$ cat src/rtl/ocd_pkg.sv
// constants for the two output-channel clock dividers
package ocd_pkg;
	// printed offsets are register indices; byte address is four times the index
	localparam logic [9:0] IDX_CNT0 = 10'h190;
	localparam logic [9:0] IDX_CTL0 = 10'h191;
	localparam logic [9:0] IDX_RTE0 = 10'h192;
	localparam logic [9:0] IDX_CNT1 = 10'h193;
	localparam logic [9:0] IDX_CTL1 = 10'h194;
	localparam logic [9:0] IDX_RTE1 = 10'h195;
	localparam logic [9:0] IDX_SRC = 10'h1E1;
	localparam logic [9:0] IDX_STAT = 10'h1FF;
	localparam int LOW_HI = 7;
	localparam int LOW_LO = 4;
	localparam int HIGH_HI = 3;
	localparam int HIGH_LO = 0;
	localparam int BIT_BYPASS = 7;
	localparam int BIT_NOSYNC = 6;
	localparam int BIT_FORCE = 5;
	localparam int BIT_START = 4;
	localparam int PH_HI = 3;
	localparam int PH_LO = 0;
	localparam int BIT_DIRECT = 1;
	localparam int BIT_DUTY_CORRECTION_DISABLE = 0;
	localparam logic [7:0] RTE_MASK = 8'h03;
	localparam logic [7:0] SRC_MASK = 8'h03;
	localparam logic [1:0] SRC_OSC = 2'b10;
	localparam logic [1:0] SRC_EXT = 2'b00;
	localparam logic [7:0] RST_CNT0 = 8'h00;
	localparam logic [7:0] RST_CTL0 = 8'h80;
	localparam logic [7:0] RST_RTE0 = 8'h00;
	localparam logic [7:0] RST_CNT1 = 8'hBB;
	localparam logic [7:0] RST_CTL1 = 8'h00;
	localparam logic [7:0] RST_RTE1 = 8'h00;
	localparam logic [7:0] RST_SRC = 8'h00;
	localparam logic [1:0] RESP_OKAY = 2'b00;
	localparam logic [1:0] RESP_SLVERR = 2'b10;
	typedef enum {MAP_CNT0, MAP_CTL0, MAP_RTE0, MAP_CNT1, MAP_CTL1, MAP_RTE1,
		MAP_SRC, MAP_STAT, MAP_NONE} ocd_map_type;
endpackage : ocd_pkg

$ cat src/rtl/ocd_dividers.sv
// two output-channel clock dividers with an AXI4-Lite register slave
`timescale 1ns/1ps
`default_nettype none
module ocd_dividers
	import ocd_pkg::*;
#(
	parameter int ADDR_W = 12
)
(
	input wire logic clk_i,
	input wire logic sys_rst_i,
	input wire logic sync_n_i,
	input wire logic osc_i,
	input wire logic ext_clk_i,
	input wire logic [ADDR_W-1:0] s_axi_awaddr,
	input wire logic s_axi_awvalid,
	output logic s_axi_awready,
	input wire logic [31:0] s_axi_wdata,
	input wire logic [3:0] s_axi_wstrb,
	input wire logic s_axi_wvalid,
	output logic s_axi_wready,
	output logic [1:0] s_axi_bresp,
	output logic s_axi_bvalid,
	input wire logic s_axi_bready,
	input wire logic [ADDR_W-1:0] s_axi_araddr,
	input wire logic s_axi_arvalid,
	output logic s_axi_arready,
	output logic [31:0] s_axi_rdata,
	output logic [1:0] s_axi_rresp,
	output logic s_axi_rvalid,
	input wire logic s_axi_rready,
	output logic pair_a_output_first_o,
	output logic pair_a_output_second_o,
	output logic pair_b_output_first_o,
	output logic pair_b_output_second_o,
	output logic [1:0] duty_correction_enable_o
);

	function automatic ocd_map_type map_addr(input logic [ADDR_W-1:0] a);
		logic [9:0] idx;
		idx = a[11:2];
		case (idx)
			IDX_CNT0: map_addr = MAP_CNT0;
			IDX_CTL0: map_addr = MAP_CTL0;
			IDX_RTE0: map_addr = MAP_RTE0;
			IDX_CNT1: map_addr = MAP_CNT1;
			IDX_CTL1: map_addr = MAP_CTL1;
			IDX_RTE1: map_addr = MAP_RTE1;
			IDX_SRC: map_addr = MAP_SRC;
			IDX_STAT: map_addr = MAP_STAT;
			default: map_addr = MAP_NONE;
		endcase
	endfunction : map_addr

	logic [7:0] cnt_reg [2];
	logic [7:0] ctl_reg [2];
	logic [7:0] rte_reg [2];
	logic [7:0] src_reg;
	logic [ADDR_W-1:0] aw_addr;
	logic [7:0] w_byte;
	logic w_lane0;
	logic aw_got;
	logic w_got;
	logic [2:0] sync_ff;
	logic [2:0] osc_ff;
	logic [2:0] ext_ff;
	logic sync_act;
	logic osc_s;
	logic ext_s;
	logic lvl [2];
	logic [3:0] cnt [2];
	logic [3:0] ph [2];
	logic [1:0] run;
	logic [1:0] hold;
	logic [1:0] sel;
	ocd_map_type wmap;

	assign wmap = map_addr(aw_addr);

	// pins pass three flops; a change counts once the last two agree
	always_ff @(posedge clk_i or posedge sys_rst_i)
		if (sys_rst_i)
		begin
			sync_ff <= 3'b111;
			osc_ff <= 3'b000;
			ext_ff <= 3'b000;
			sync_act <= 1'b0;
			osc_s <= 1'b0;
			ext_s <= 1'b0;
		end
		else
		begin
			sync_ff <= {sync_ff[1:0], sync_n_i};
			osc_ff <= {osc_ff[1:0], osc_i};
			ext_ff <= {ext_ff[1:0], ext_clk_i};
			if (sync_ff[1] == sync_ff[2])
				sync_act <= ~sync_ff[2];
			if (osc_ff[1] == osc_ff[2])
				osc_s <= osc_ff[2];
			if (ext_ff[1] == ext_ff[2])
				ext_s <= ext_ff[2];
		end

	// write channel: address and data taken in either order, response after both
	always_ff @(posedge clk_i or posedge sys_rst_i)
		if (sys_rst_i)
		begin
			aw_got <= 1'b0;
			w_got <= 1'b0;
			aw_addr <= '0;
			w_byte <= 8'h00;
			w_lane0 <= 1'b0;
			s_axi_bvalid <= 1'b0;
			s_axi_bresp <= RESP_OKAY;
			s_axi_awready <= 1'b1;
			s_axi_wready <= 1'b1;
		end
		else
		begin
			if (s_axi_awvalid && s_axi_awready)
			begin
				aw_got <= 1'b1;
				aw_addr <= s_axi_awaddr;
				s_axi_awready <= 1'b0;
			end
			if (s_axi_wvalid && s_axi_wready)
			begin
				w_got <= 1'b1;
				w_byte <= s_axi_wdata[7:0];
				w_lane0 <= s_axi_wstrb[0];
				s_axi_wready <= 1'b0;
			end
			if (aw_got && w_got && !s_axi_bvalid)
			begin
				aw_got <= 1'b0;
				w_got <= 1'b0;
				s_axi_bvalid <= 1'b1;
				s_axi_bresp <= (wmap == MAP_NONE) ? RESP_SLVERR : RESP_OKAY;
			end
			else if (s_axi_bvalid && s_axi_bready)
			begin
				// readies stay low from their own transfer until the response is taken
				s_axi_bvalid <= 1'b0;
				s_axi_awready <= 1'b1;
				s_axi_wready <= 1'b1;
			end
		end

	always_ff @(posedge clk_i or posedge sys_rst_i)
		if (sys_rst_i)
		begin
			cnt_reg[0] <= RST_CNT0;
			ctl_reg[0] <= RST_CTL0;
			rte_reg[0] <= RST_RTE0;
			cnt_reg[1] <= RST_CNT1;
			ctl_reg[1] <= RST_CTL1;
			rte_reg[1] <= RST_RTE1;
			src_reg <= RST_SRC;
		end
		else if (aw_got && w_got && !s_axi_bvalid && w_lane0)
			case (wmap)
				MAP_CNT0: cnt_reg[0] <= w_byte;
				MAP_CTL0: ctl_reg[0] <= w_byte;
				MAP_RTE0: rte_reg[0] <= w_byte & RTE_MASK;
				MAP_CNT1: cnt_reg[1] <= w_byte;
				MAP_CTL1: ctl_reg[1] <= w_byte;
				MAP_RTE1: rte_reg[1] <= w_byte & RTE_MASK;
				MAP_SRC: src_reg <= w_byte & SRC_MASK;
				default: ;
			endcase

	// read channel; unmapped reads answer zero with an error response
	always_ff @(posedge clk_i or posedge sys_rst_i)
		if (sys_rst_i)
		begin
			s_axi_rvalid <= 1'b0;
			s_axi_rdata <= 32'h0000_0000;
			s_axi_arready <= 1'b1;
			s_axi_rresp <= RESP_OKAY;
		end
		else if (s_axi_arvalid && s_axi_arready)
		begin
			s_axi_rvalid <= 1'b1;
			s_axi_arready <= 1'b0;
			s_axi_rresp <= RESP_OKAY;
			case (map_addr(s_axi_araddr))
				MAP_CNT0: s_axi_rdata <= {24'h00_0000, cnt_reg[0]};
				MAP_CTL0: s_axi_rdata <= {24'h00_0000, ctl_reg[0]};
				MAP_RTE0: s_axi_rdata <= {24'h00_0000, rte_reg[0]};
				MAP_CNT1: s_axi_rdata <= {24'h00_0000, cnt_reg[1]};
				MAP_CTL1: s_axi_rdata <= {24'h00_0000, ctl_reg[1]};
				MAP_RTE1: s_axi_rdata <= {24'h00_0000, rte_reg[1]};
				MAP_SRC: s_axi_rdata <= {24'h00_0000, src_reg};
				MAP_STAT: s_axi_rdata <= {25'h000_0000, sync_act, run, hold, lvl[1], lvl[0]};
				default:
				begin
					s_axi_rdata <= 32'h0000_0000;
					s_axi_rresp <= RESP_SLVERR;
				end
			endcase
		end
		else if (s_axi_rvalid && s_axi_rready)
		begin
			s_axi_rvalid <= 1'b0;
			s_axi_arready <= 1'b1;
		end

	for (genvar i = 0; i < 2; i++)
	begin : g_div
		logic byp;
		logic nos;
		assign byp = ctl_reg[i][BIT_BYPASS];
		assign nos = ctl_reg[i][BIT_NOSYNC];
		assign hold[i] = sync_act && !nos && !byp;
		assign run[i] = !byp && !nos && !hold[i] && (ph[i] == 4'h0);

		always_ff @(posedge clk_i or posedge sys_rst_i)
			if (sys_rst_i)
			begin
				lvl[i] <= 1'b0;
				cnt[i] <= 4'h0;
				ph[i] <= 4'h0;
			end
			else if (byp)
			begin
				// one input cycle per level stands for the undivided clock
				lvl[i] <= ~lvl[i];
				cnt[i] <= 4'h0;
				ph[i] <= 4'h0;
			end
			else if (nos)
				lvl[i] <= ctl_reg[i][BIT_FORCE];
			else if (hold[i])
			begin
				lvl[i] <= ctl_reg[i][BIT_START];
				ph[i] <= ctl_reg[i][PH_HI:PH_LO];
				cnt[i] <= ctl_reg[i][BIT_START] ? cnt_reg[i][HIGH_HI:HIGH_LO] : cnt_reg[i][LOW_HI:LOW_LO];
			end
			else if (ph[i] != 4'h0)
				ph[i] <= ph[i] - 4'h1;
			else if (cnt[i] == 4'h0)
			begin
				lvl[i] <= ~lvl[i];
				cnt[i] <= lvl[i] ? cnt_reg[i][LOW_HI:LOW_LO] : cnt_reg[i][HIGH_HI:HIGH_LO];
			end
			else
				cnt[i] <= cnt[i] - 4'h1;

		// pair routing: divider, oscillator or clock input
		always_comb
		begin
			sel[i] = lvl[i];
			if (rte_reg[i][BIT_DIRECT] && src_reg[1:0] == SRC_OSC)
				sel[i] = osc_s;
			else if (rte_reg[i][BIT_DIRECT] && src_reg[1:0] == SRC_EXT)
				sel[i] = ext_s;
		end

		AST_LOW_LOAD: assert property (@(posedge clk_i) disable iff (sys_rst_i)
			$past(run[i]) && run[i] && $fell(lvl[i]) |-> cnt[i] == $past(cnt_reg[i][LOW_HI:LOW_LO]))
			else $error("low count not loaded");
		AST_HIGH_LOAD: assert property (@(posedge clk_i) disable iff (sys_rst_i)
			$past(run[i]) && run[i] && $rose(lvl[i]) |-> cnt[i] == $past(cnt_reg[i][HIGH_HI:HIGH_LO]))
			else $error("high count not loaded");
		AST_LEVEL_HOLD: assert property (@(posedge clk_i) disable iff (sys_rst_i)
			run[i] && cnt[i] != 4'h0 ##1 run[i] |-> $stable(lvl[i]))
			else $error("level moved before count expired");
		AST_BYPASS_TOGGLE: assert property (@(posedge clk_i) disable iff (sys_rst_i)
			byp ##1 byp |-> lvl[i] != $past(lvl[i]))
			else $error("bypass does not pass the clock");
		AST_SYNC_HOLD: assert property (@(posedge clk_i) disable iff (sys_rst_i)
			hold[i] ##1 hold[i] |-> lvl[i] == $past(ctl_reg[i][BIT_START]))
			else $error("held divider not at start level");
		AST_FORCE: assert property (@(posedge clk_i) disable iff (sys_rst_i)
			nos && !byp ##1 nos && !byp && $stable(ctl_reg[i]) |-> lvl[i] == ctl_reg[i][BIT_FORCE])
			else $error("forced level not applied");
		AST_PHASE: assert property (@(posedge clk_i) disable iff (sys_rst_i)
			$fell(hold[i]) && !byp && !nos |-> ph[i] == $past(ctl_reg[i][PH_HI:PH_LO])
			##1 ($stable(lvl[i]) || $past(ph[i] == 4'h0 && cnt[i] == 4'h0)))
			else $error("phase offset not applied");
		COV_WRAP: cover property (@(posedge clk_i) disable iff (sys_rst_i) run[i] ##1 $rose(lvl[i]));
		COV_HOLD: cover property (@(posedge clk_i) disable iff (sys_rst_i) $fell(hold[i]));
	end

	always_ff @(posedge clk_i or posedge sys_rst_i)
		if (sys_rst_i)
		begin
			pair_a_output_first_o <= 1'b0;
			pair_a_output_second_o <= 1'b1;
			pair_b_output_first_o <= 1'b0;
			pair_b_output_second_o <= 1'b1;
			duty_correction_enable_o <= 2'b11;
		end
		else
		begin
			pair_a_output_first_o <= sel[0];
			pair_a_output_second_o <= ~sel[0];
			pair_b_output_first_o <= sel[1];
			pair_b_output_second_o <= ~sel[1];
			// correction trims sub-cycle edges, so only its enable leaves the block
			duty_correction_enable_o <= {~rte_reg[1][BIT_DUTY_CORRECTION_DISABLE], ~rte_reg[0][BIT_DUTY_CORRECTION_DISABLE]};
		end

	AST_DIFF_PAIR: assert property (@(posedge clk_i) disable iff (sys_rst_i)
		pair_a_output_first_o != pair_a_output_second_o && pair_b_output_first_o != pair_b_output_second_o)
		else $error("pair outputs not complementary");
	AST_DIRECT_OSC: assert property (@(posedge clk_i) disable iff (sys_rst_i)
		rte_reg[0][BIT_DIRECT] && src_reg[1:0] == SRC_OSC |=> pair_a_output_first_o == $past(osc_s))
		else $error("oscillator not routed to pair a");
	AST_NO_EFFECT: assert property (@(posedge clk_i) disable iff (sys_rst_i)
		src_reg[1:0] == 2'b01 |=> pair_b_output_first_o == $past(lvl[1]))
		else $error("source 01b changed routing");
	COV_DIRECT: cover property (@(posedge clk_i) disable iff (sys_rst_i) rte_reg[1][BIT_DIRECT] && src_reg[1:0] == SRC_EXT);

endmodule : ocd_dividers
`default_nettype wire

$ cat config.mk
export PLATFORM = sky130hd
export DESIGN_NAME = ocd_dividers
export DESIGN_NICKNAME = d
export VERILOG_FILES = /design/src/rtl/ocd_pkg.sv /design/src/rtl/ocd_dividers.sv
export SDC_FILE = /design/constraint.sdc
export NUM_CORES = 1
export LEC_CHECK = 0
export BUFFER_PORTS_ARGS = -buffer_cell sky130_fd_sc_hd__buf_2
export CAP_MARGIN = 20
export CORE_MARGIN = 5
export CORE_UTILIZATION = 50
export DETAILED_ROUTE_END_ITERATION = 12
export PLACE_DENSITY = 0.74
export SYNTH_ARGS = -nofsm -noshare
export SYNTH_HDL_FRONTEND = slang
export SYNTH_SLANG_ARGS = --single-unit
$ cat constraint.sdc
create_clock -name clk_i -period 11.8 [get_ports clk_i]
set_clock_uncertainty 0.15 [all_clocks]
set_input_delay 2.36 -clock clk_i [delete_from_list [all_inputs] [get_ports clk_i]]
set_output_delay 2.36 -clock clk_i [all_outputs]
set_load 0.02 [all_outputs]
# Yosys cells after proc, flatten, opt, wreduce, memory -nomap -nowiden
# Cells that the tools add are included.
[word_totals]
register_bits = 138
latchBits = 0
mem_bits_rw = 0
rom_bits = 0
in_bits = 70
word_cells = 206
mem_count = 0
[op_classes]
add_sub_neg = 4
n_mul = 0
div_mod_pow = 0
n_lt_le_gt_ge = 0
eq_ne = 40
shift = 0
n_mux = 58
n_bitwise = 7
n_reduce_logical = 60
[ops]
columns = ["operator", "n"]
rows = [
  ["32-bit by 3-bit equality test with 1-bit output (second input constant)", 7],
  ["10-bit by 9-bit equality test with 1-bit output (second input constant)", 16],
  ["32-bit by 2-bit equality test with 1-bit output (second input constant)", 4],
  ["4-bit 2-to-1 mux", 22],
  ["32-bit by 1-bit equality test with 1-bit output (second input constant)", 2],
  ["32-bit logical NOT", 2],
  ["4-bit case mux with 8 select lines", 2],
  ["8-bit case mux with 8 select lines", 1],
  ["32-bit by 5-bit equality test with 1-bit output (second input constant)", 1],
  ["32-bit 2-to-1 mux", 1],
  ["1-bit 2-to-1 mux", 30],
  ["2-bit AND reduction", 13],
  ["1-bit logical AND", 22],
  ["4-bit logical NOT", 4],
  ["4-bit nonzero test", 4],
  ["4-bit by 1-bit subtractor with 4-bit output (second input constant)", 4],
  ["4-bit inequality test (second input constant)", 2],
  ["2-bit nonzero test", 4],
  ["8-bit OR reduction", 1],
  ["1-bit logical NOT", 7],
  ["1-bit NOT", 7],
  ["3-bit inequality test (second input constant)", 2],
  ["3-bit nonzero test", 2],
  ["2-bit 2-to-1 mux", 2],
  ["4 further kinds", 7],
]

# Logic depth before layout (Yosys ltp)
# Gate-level depths: netlist of the first run.
[depth]
word_depth = 7
mapped_depth = 7

# Least setup slack after synthesis of the first run
# No wires, ideal clock.
[synth_path]
path_kind = "input -> register"
from = "in s_axi_araddr[4]"
to = "reg s_axi_rdata[2]"
setup_ps = 67
arrival_ps = 3869
required_time_ps = 11583
slack_ps = 7715
stages = 7
path_buffers = 2
path_cell_list = "clkbuf_1 -> nand3_1 -> nor4_1 -> clkbuf_1 -> a221oi_1 -> nor2_1 -> a22o_1"
[synth_via]
elab_chain_cells = 5
word_cells_on_any_way = 19
[synth_rtl]
columns = ["element", "line_no", "rtl"]
rows = [
  ["from (decl)", "ocd_dividers.sv:25", "input wire logic [ADDR_W-1:0] s_axi_araddr,"],
  ["10-bit by 9-bit equality test with 1-bit output", "ocd_dividers.sv:42", "case (idx)"],
  ["4-bit case mux with 8 select lines (*)", "ocd_dividers.sv:42", ""],
  ["32-bit 2-to-1 mux (*)", "ocd_dividers.sv:181", "else if (s_axi_arvalid && s_axi_arready)"],
  ["32-bit by 3-bit equality test with 1-bit output (tied with other cells)", "ocd_dividers.sv:186", "case (map_addr(s_axi_araddr))"],
  ["8-bit case mux with 8 select lines (*)", "ocd_dividers.sv:186", ""],
  ["to (signal assigned)", "ocd_dividers.sv:187", "MAP_CNT0: s_axi_rdata <= {24'h00_0000, cnt_reg[0]};"],
  ["to (signal assigned)", "ocd_dividers.sv:188", "MAP_CTL0: s_axi_rdata <= {24'h00_0000, ctl_reg[0]};"],
  ["to (signal assigned)", "ocd_dividers.sv:189", "MAP_RTE0: s_axi_rdata <= {24'h00_0000, rte_reg[0]};"],
  ["to (decl)", "ocd_dividers.sv:28", "output logic [31:0] s_axi_rdata,"],
]
# Mark *: on every way between the ends. The rest lies on a longest branch, timed or not. The select of a mux whose other input is x is not followed.
# A chain may end at the register's enable or synchronous reset.

# Final worst setup path of the first run
[layout_path]
from = "in s_axi_araddr[11]"
to = "reg s_axi_rdata[3]"
# The elaborated chain is that of the path after synthesis.

==> results of run 1 <==
## stage by stage
stage | area, um^2 | hold slack, ns | total power [uW] | utilization, %
after floorplan | 5760 | 0.181 | 794 | -
after global placement | 5970 | 0.184 | 861 | 54.4
after detailed placement | 5970 | 0.186 | 883 | 54.4
after CTS | 6280 | 0.205 | 1190 | 57.2
after global routing | 6310 | 0.208 | 1260 | 57.4
final | 6310 | 0.201 | 1190 | 57.4
## area by class of cell
type                       instances  area, um^2  share of cell area (%)
clock buffer                       9         225                    3.57
sequential                       110        2770                    44.0
timing repair buffer              62         338                    5.36
multi-input combinational        363        2620                    41.6
inverter                          23        88.8                    1.41
tap                              140         175                    2.78
clock inverter                     7        81.3                    1.29
## worst max-delay path: cells and delay by family
kind            cells  cell delay (ns)
simple gates        3             1.50
buf+inv             1             0.11
compound gates      2             0.44
## cell usage after synthesis (all sizes together), types with 2 or more instances
master,number
a21oi,17
nand2,44
nor4b,2
o21ai,30
a21boi,2
buf,28
mux2i,22
a22o,16
nor2,21
nor3,14
nor4,6
a211oi,5
inv,23
mux2,63
clkbuf,18
o31ai,3
dfrtp,93
nor2b,7
o41ai,4
o2bb2ai,4
and4,2
dfstp,17
nand2b,4
a22oi,9
or3b,2
o211ai,5
nand3,8
xor2,3
nand4,4
ha,8
nor3b,9
maj3,2
## routing by layer
layer | vias up | routed length [um] | GRT usage (%)
met5 | - | 0 | 0
met4 | 0 | 191 | 5.10
met3 | 20 | 996 | 4.30
met2 | 172 | 5880 | 30.7
met1 | 2005 | 5510 | 26.6
li1 | 1932 | - | -
## worst min path at each step
stage	end	from	slack, ns
final	ext_ff[1]	ext_ff[0]	0.20
after floorplan	ext_ff[1]	ext_ff[0]	0.18
after CTS	ext_ff[1]	ext_ff[0]	0.20
after detailed placement	ext_ff[1]	ext_ff[0]	0.19
after global routing	ext_ff[1]	ext_ff[0]	0.21
after global placement	osc_ff[1]	osc_ff[0]	0.18
## power groups by stage
stage          registers (uW)  clock network, uW  logic (uW)
6_report                  563                308         318
2_1_floorplan             533                  0         261
3_5_place_dp              566                  0         317
3_3_place_gp              561                  0         300
4_1_cts                   561                315         319
5_1_grt                   576                329         360
## cells by family (layout without fill, tap and decap cells)
family	after synthesis	count (layout)
other cells	1	26
compound gates	107	107
buf+inv	69	101
mux	85	85
flops	110	110
fa+ha+maj	10	10
simple gates	132	132
xor+xnor	3	3
==> results.md, run 1 <==
Finish:
- The layout-stage area growth over the synthesis result is 11.4%.
- The final cell count without fillers is 714.
- The fraction of final layout cells with drive strength greater than 1 is 29.3%.
- The most common library cell in the layout ignoring fill and taps is dfrtp_1.
- The top cell types in the final layout, fill and taps aside, are dfrtp_1, mux2_2, buf_2, nand2_1, o21ai_0.
- The register with the most flip-flops in the layout has 24 of them.
- The final antenna diode count is 0.
- For this run, the post-layout net count is 647.
- After filler insertion, the fill cell instance count of the layout stands at 888.

Synthesis:
- The synthesized cell area is 0.00566 mm^2.
- The number of different library cells in the post-synthesis netlist is 58.
- The share of cell area taken by muxes after synthesis is 16.4%.
- The fraction of the yosys area taken by sequential cells is 49.0%.
- During synthesis, Yosys emitted a total of 0 warnings.
- The synthesized design devotes to its leading area cell type 41.1% of total area.
- Dividing the synthesized area by the synthesized cell count gives 11.0 um^2.
- The area share of fa/ha/maj cells after synthesis is 2.12%.
- The fraction of registers with async set or reset after synthesis is 100%.
- Synthesis produced 517 cells.
- Counting flops with a built-in enable in the synthesized netlist gives 0.
- The number of register bits inferred by synthesis is 110.
- The fraction of synthesized cell area in xor and xnor cells is 0.464%.
- The dominant combinational cell family by area after synthesis is multiplexers.
- The post-synthesis compound-gate area fraction is 12.9%.
- Of the total synthesized cell area, the portion taken by AND, OR, NAND and NOR gates is 12.7%.
- Of all cell types, the one taking the most synthesized area is dfrtp_1.
- In the post-synthesis netlist, the biggest area contributors are dfrtp_1, mux2_2, dfstp_2, mux2i_1, buf_4.
- The most frequently used flop master after synthesis is dfrtp_1.

STA:
- The final-report setup violation count is 0.
- The final-report max-slew violation count was 0.
- Derived from the worst setup path, the maximum achievable clock frequency is 234 MHz.
- The final sum of negative setup slack is 0 ns.
- Setup repair after global routing left no endpoint under its margin.
- The period utilization is 36.2%.
- For the pin with the worst max-slew slack, the measured transition is 1.05 ns.
- The worst path in the final design needs a cycle of 4.27 ns, including I/O delays and setup.
- The worst-case headroom to the max-slew limit is 29.5%.
- Setup slack closes at 7.53 ns.
- The final hold violation count is 0.

Clock network:
- The CTS tree is done.
- The H-tree level count is 3.
- The number of hold-repair buffers added at the cts stage is 0.
- The maximum number of buffers from clock root to sink is 2.
- Post-CTS repair changed the size of 0 cells.
- The clock buffer count from CTS is 9.
- Clock-pin slew was measured on the worst setup and hold paths at 0.08 ns.
- The number of clock sinks seen by CTS is 110.
- The root buffer cell chosen for the clock tree is clkbuf_16.
- The worst-skew pair later-pin latency is 0.35 ns.
- The number of post-CTS setup repair buffers is 0.

Power and ir drop:
- The portion of total power attributed to combinational logic is 26.8%.
- In this run the power spent charging and discharging nets is 430 uW.
- Cell internal power was estimated by the tool at 760 uW.
- The share of total power dissipated in the clock network is 25.9%.
- For this design the ratio of total power to cell area is 189 mW/mm^2.
- The largest voltage drop on the vdd net is 0.114 mV.
- In this run the static leakage power is 0.00285 uW.
- The switching power share of the total is 36.1%.
- The relative contribution of sequential cells to total power is 47.3%.

Setup path:
- Data on the critical path is required at its endpoint by 11.94 ns.
- In this run the worst setup path terminates at s_axi_rdata[3].
- The depth of the worst register-to-register path is 5.
- Along the worst path, the maximum fanout reaches 9.
- The slowest cell on the critical path is nor3_2.
- The critical path is of the in -> reg type.
- The worst setup path is captured at a register.
- The largest single stage delay on the critical path is 0.59 ns.
- At the worst endpoint, the arrival time is 4.41 ns.
- The most critical setup path has its startpoint at s_axi_araddr[11].
- The type of element launching the critical path is an input port.
- In this run the register-to-register setup slack is 8.97 ns.
- The critical path goes through buf_2 -> or3b_2 -> nor3_2 -> a221oi_1 -> nor2_1 -> a22o_1.
- In this run the critical register-to-register path is launched from aw_addr[11].
- In this run the critical register-to-register path is captured at cnt_reg[6].

Floorplan:
- The floorplan die height is 116 um.
- The placeable core region is 0.0110 mm^2.
- The effective utilization at floorplan is 51.6%.
- The horizontal die dimension is 116 um.
- The count of standard-cell rows is 38.
- The top-level port count is 117.
- The floorplan die area is 0.0136 mm^2.

Global route:
- The number of global-route vias before repair is 3993.
- The global-route wire length before repair is 20400 um.
- Entering global routing, the biggest net connects 83 pins.
- The total overflow left after global routing is 0.
- The overall global routing resource usage is 19.2%.
- The initial antenna violation count is 0.

Worst hold path:
- The worst hold path belongs to the class reg -> reg.
- The number of stages on the worst hold path is 0.

Detailed routing:
- The count of nets left with antenna violations after detail routing is 0.
- After detailed routing, the number of remaining DRC violations is 0.
- Using the TritonRoute via totals, the vias-per-cell ratio works out to 5.78.
- In this run, the number of DRC markers left after iteration 0 of detailed routing was 268.
- The count of TritonRoute iterations in the first routing pass is 5.
- The per-cell routed wire length is 17.6 um.
- Across all layers, the routed design uses 4129 vias.
- The routed design has 12600 um of wire.

Run status:
- The flow ran to the end, and the final reports show no timing, DRC or antenna violations.

Place:
- Before CTS, the worst setup slack after placement is 7.23 ns.
- The estimated wirelength of the detail-placed design is 9100 um.
- After detailed placement, the design holds a cell count of 697.
- The count of port buffers added during placement is 59.
- Routability-driven placement finished with a final weighted congestion of 0.871.

Run:
- The max-cap check violation count is 0.
Power figures use the tool's default switching activity.
==> run 2, diff against run 1 <==
PLACE_DENSITY = 0.77   (was 0.74)
clock period = 3.45 ns   (was 11.8 ns; I/O delays follow)
==> results.md, run 2 (synthesis results as in run 1) <==
Clock network:
- The maximum number of buffers from clock root to sink is 2 (unchanged).
- The number of hold-repair buffers added at the cts stage is 0 (unchanged).
- The tree is rooted in a clkbuf_16.
- The clock-pin slew on the worst setup and hold paths is 0.08 ns (about the same).
- The number of post-CTS setup repair buffers is 0 (unchanged).
- The post-cts repair resize count came to 0 (unchanged).
- The clock buffer count from CTS is 9 (unchanged).
- The H-tree level count came to 3 (unchanged).
- The worst-skew pair later-pin latency was 0.35 ns (about the same).
- The CTS tree is done.
- The number of clock sinks seen by CTS is 110 (unchanged).

Floorplan:
- The top-level port count came to 117 (unchanged).
- The effective utilization at floorplan is 51.6% (unchanged).
- The horizontal die dimension came to 116 um (unchanged).
- The floorplan die height came to 116 um (unchanged).
- The floorplan die area is 0.0136 mm^2 (unchanged).
- The count of standard-cell rows is 38 (unchanged).
- The placeable core region is 0.0110 mm^2 (unchanged).

Detailed routing:
- The detailed-route wire length is 12400 um (-1.4%).
- The post-route DRC violation count is 0 (unchanged).
- The count of nets left with antenna violations after detail routing came to 0 (unchanged).
- The via total after detailed routing is 4132 (+0.073%).
- The per-cell routed wire length is 17.3 um (-2.0%).
- The starting DRC count in detailed routing is 286 (+6.7%).
- The count of TritonRoute iterations in the first routing pass is 4 (-1).
- The post-detailed-route via-to-cell ratio is 5.75 (-0.62%).

Setup path:
- The depth of the worst register-to-register path is 5 (unchanged).
- The largest driver fanout on the critical path was 8 (-1).
- The reg-to-reg critical path endpoint is cnt_reg[6].
- The required time of the critical path came to 3.54 ns (-8.40 ns).
- The arrival time reported for the critical path endpoint is 2.92 ns (-1.49 ns).
- The worst register-to-register path begins at aw_addr[11].
- The type of the worst setup path is reg -> reg.
- STA classifies the critical path startpoint as a register.
- The internal reg-to-reg setup slack is 0.62 ns (-8.35 ns).
- The endpoint type of the worst setup path is a register.

STA:
- The final hold violation count is 0 (unchanged).
- Of the available clock period, the critical path in the final layout requires 82.0%.
- The final-report max-slew violation count was 0 (unchanged).
- The slack of the critical path is 0.622 ns (-6.91 ns).
- The final-report setup violation count is 0 (unchanged).
- Setup repair after global routing left no endpoint under its margin.
- The actual transition at the worst max-transition pin is 0.811 ns (-0.237 ns).
- The clock period could shrink to 2.83 ns.
- Derived from the worst setup path, the maximum achievable clock frequency is 354 MHz.
- The final sum of negative setup slack is 0 ns (unchanged).
- The worst-case headroom to the max-slew limit came to 45.7% (+16 points).

Place:
- The count of port buffers added during placement is 59 (unchanged).
- The estimated wirelength of the detail-placed design is 9360 um (+2.8%).
- The minimum setup slack after placement was 0.679 ns (-6.55 ns).
- The last weighted congestion value of the routability-driven placer is 0.877 (+0.67%).

Run status:
- The run finished with clean final reports.

Finish:
- The layout-stage area growth over the synthesis result is 12.3%.
- The fraction of final layout cells with drive strength greater than 1 is 29.9% (+0.61 points).
- The number of flip-flops under the largest register name is 24 (unchanged).
- The final net count is 652 (+0.77%).
- The most common library cell in the layout ignoring fill and taps is dfrtp_1.
- The final antenna diode count is 0 (unchanged).
- In the layout the commonest cells are dfrtp_1, mux2_2, buf_2, nand2_1, o21ai_0.

Global route:
- The overflow left after global routing is 0 (unchanged).
- The number of global-route vias before repair is 4106 (+2.8%).
- The initial antenna violation count is 0 (unchanged).
- The global-route wire length before repair came to 20700 um (+1.5%).
- The overall global routing resource usage is 19.6% (+0.37 points).
- The pin count of the biggest net entering global routing is 45 (-46%).

Power and ir drop:
- The largest voltage drop on the vdd net came to 0.384 mV (+240%).
- The cell area power density is 641 mW/mm^2 (+240%).
- The total power of the final layout is 4080 uW (+240%).
- The leakage power of the design is 0.00287 uW (+0.80%).

Worst hold path:
- The path category of the worst min-delay check is in -> async.

Run:
- The max-cap check violation count is 0 (unchanged).
==> run 2: worst max path at each step <==
stage | from | depth (start not counted) | to
after floorplan | aw_addr[4] | 6 | cnt_reg[2]
after global placement | aw_addr[4] | 5 | cnt_reg[6]
after detailed placement | aw_addr[11] | 5 | cnt_reg[6]
after CTS | aw_addr[11] | 5 | cnt_reg[6]
after global routing | aw_addr[11] | 5 | ctl_reg[10]
final | aw_addr[11] | 5 | cnt_reg[6]
==> run 2: power by group <==
part           leakage, uW  switching [uW]  internal, uW
sequential         0.00138             330          1580
clock             0.000151             505           580
combinational      0.00134             581           505
total              0.00287            1420          2660
==> run 2: metal layers <==
layer | share of wire [%] | vias up | GRT usage, % | wire, um
met5 | 0 | - | 0 | 0
met4 | 1.8 | 0 | 6.26 | 226
met3 | 7.2 | 20 | 4.15 | 891
met2 | 45 | 138 | 30.3 | 5580
met1 | 46 | 2026 | 27.7 | 5710
li1 | - | 1948 | - | -
==> run 2: critical path, stage by stage (launching register included) <==
cell and delay [ns]:
dfrtp_1 0.37, nand3b_1 0.21, nor4_1 0.52, a31oi_1 0.40, nor4_4 0.65, mux2_2 0.40
==> run 2: metrics by stage <==
step / area, um^2 / cells / hold WS (ns) / utilization, %
after floorplan: 5760 / 542 / 0.181 / -
after global placement: 6020 / 702 / 0.183 / 54.8
after detailed placement: 6020 / 702 / 0.186 / 54.8
after CTS: 6340 / 718 / 0.205 / 57.7
after global routing: 6360 / 719 / 0.109 / 57.9
final: 6360 / 719 / 0.102 / 57.9
==> run 2: area by class of cell <==
| class | instances | area, um^2 |
|---|---|---|
| flip-flops and latches | 110 | 2770 |
| clock buffers | 9 | 225 |
| multi-input cells | 363 | 2620 |
| well taps | 140 | 175 |
| inverters | 23 | 90.1 |
| repair buffers | 67 | 380 |
| fillers | 895 | 4620 |
| clock inverters | 7 | 91.3 |
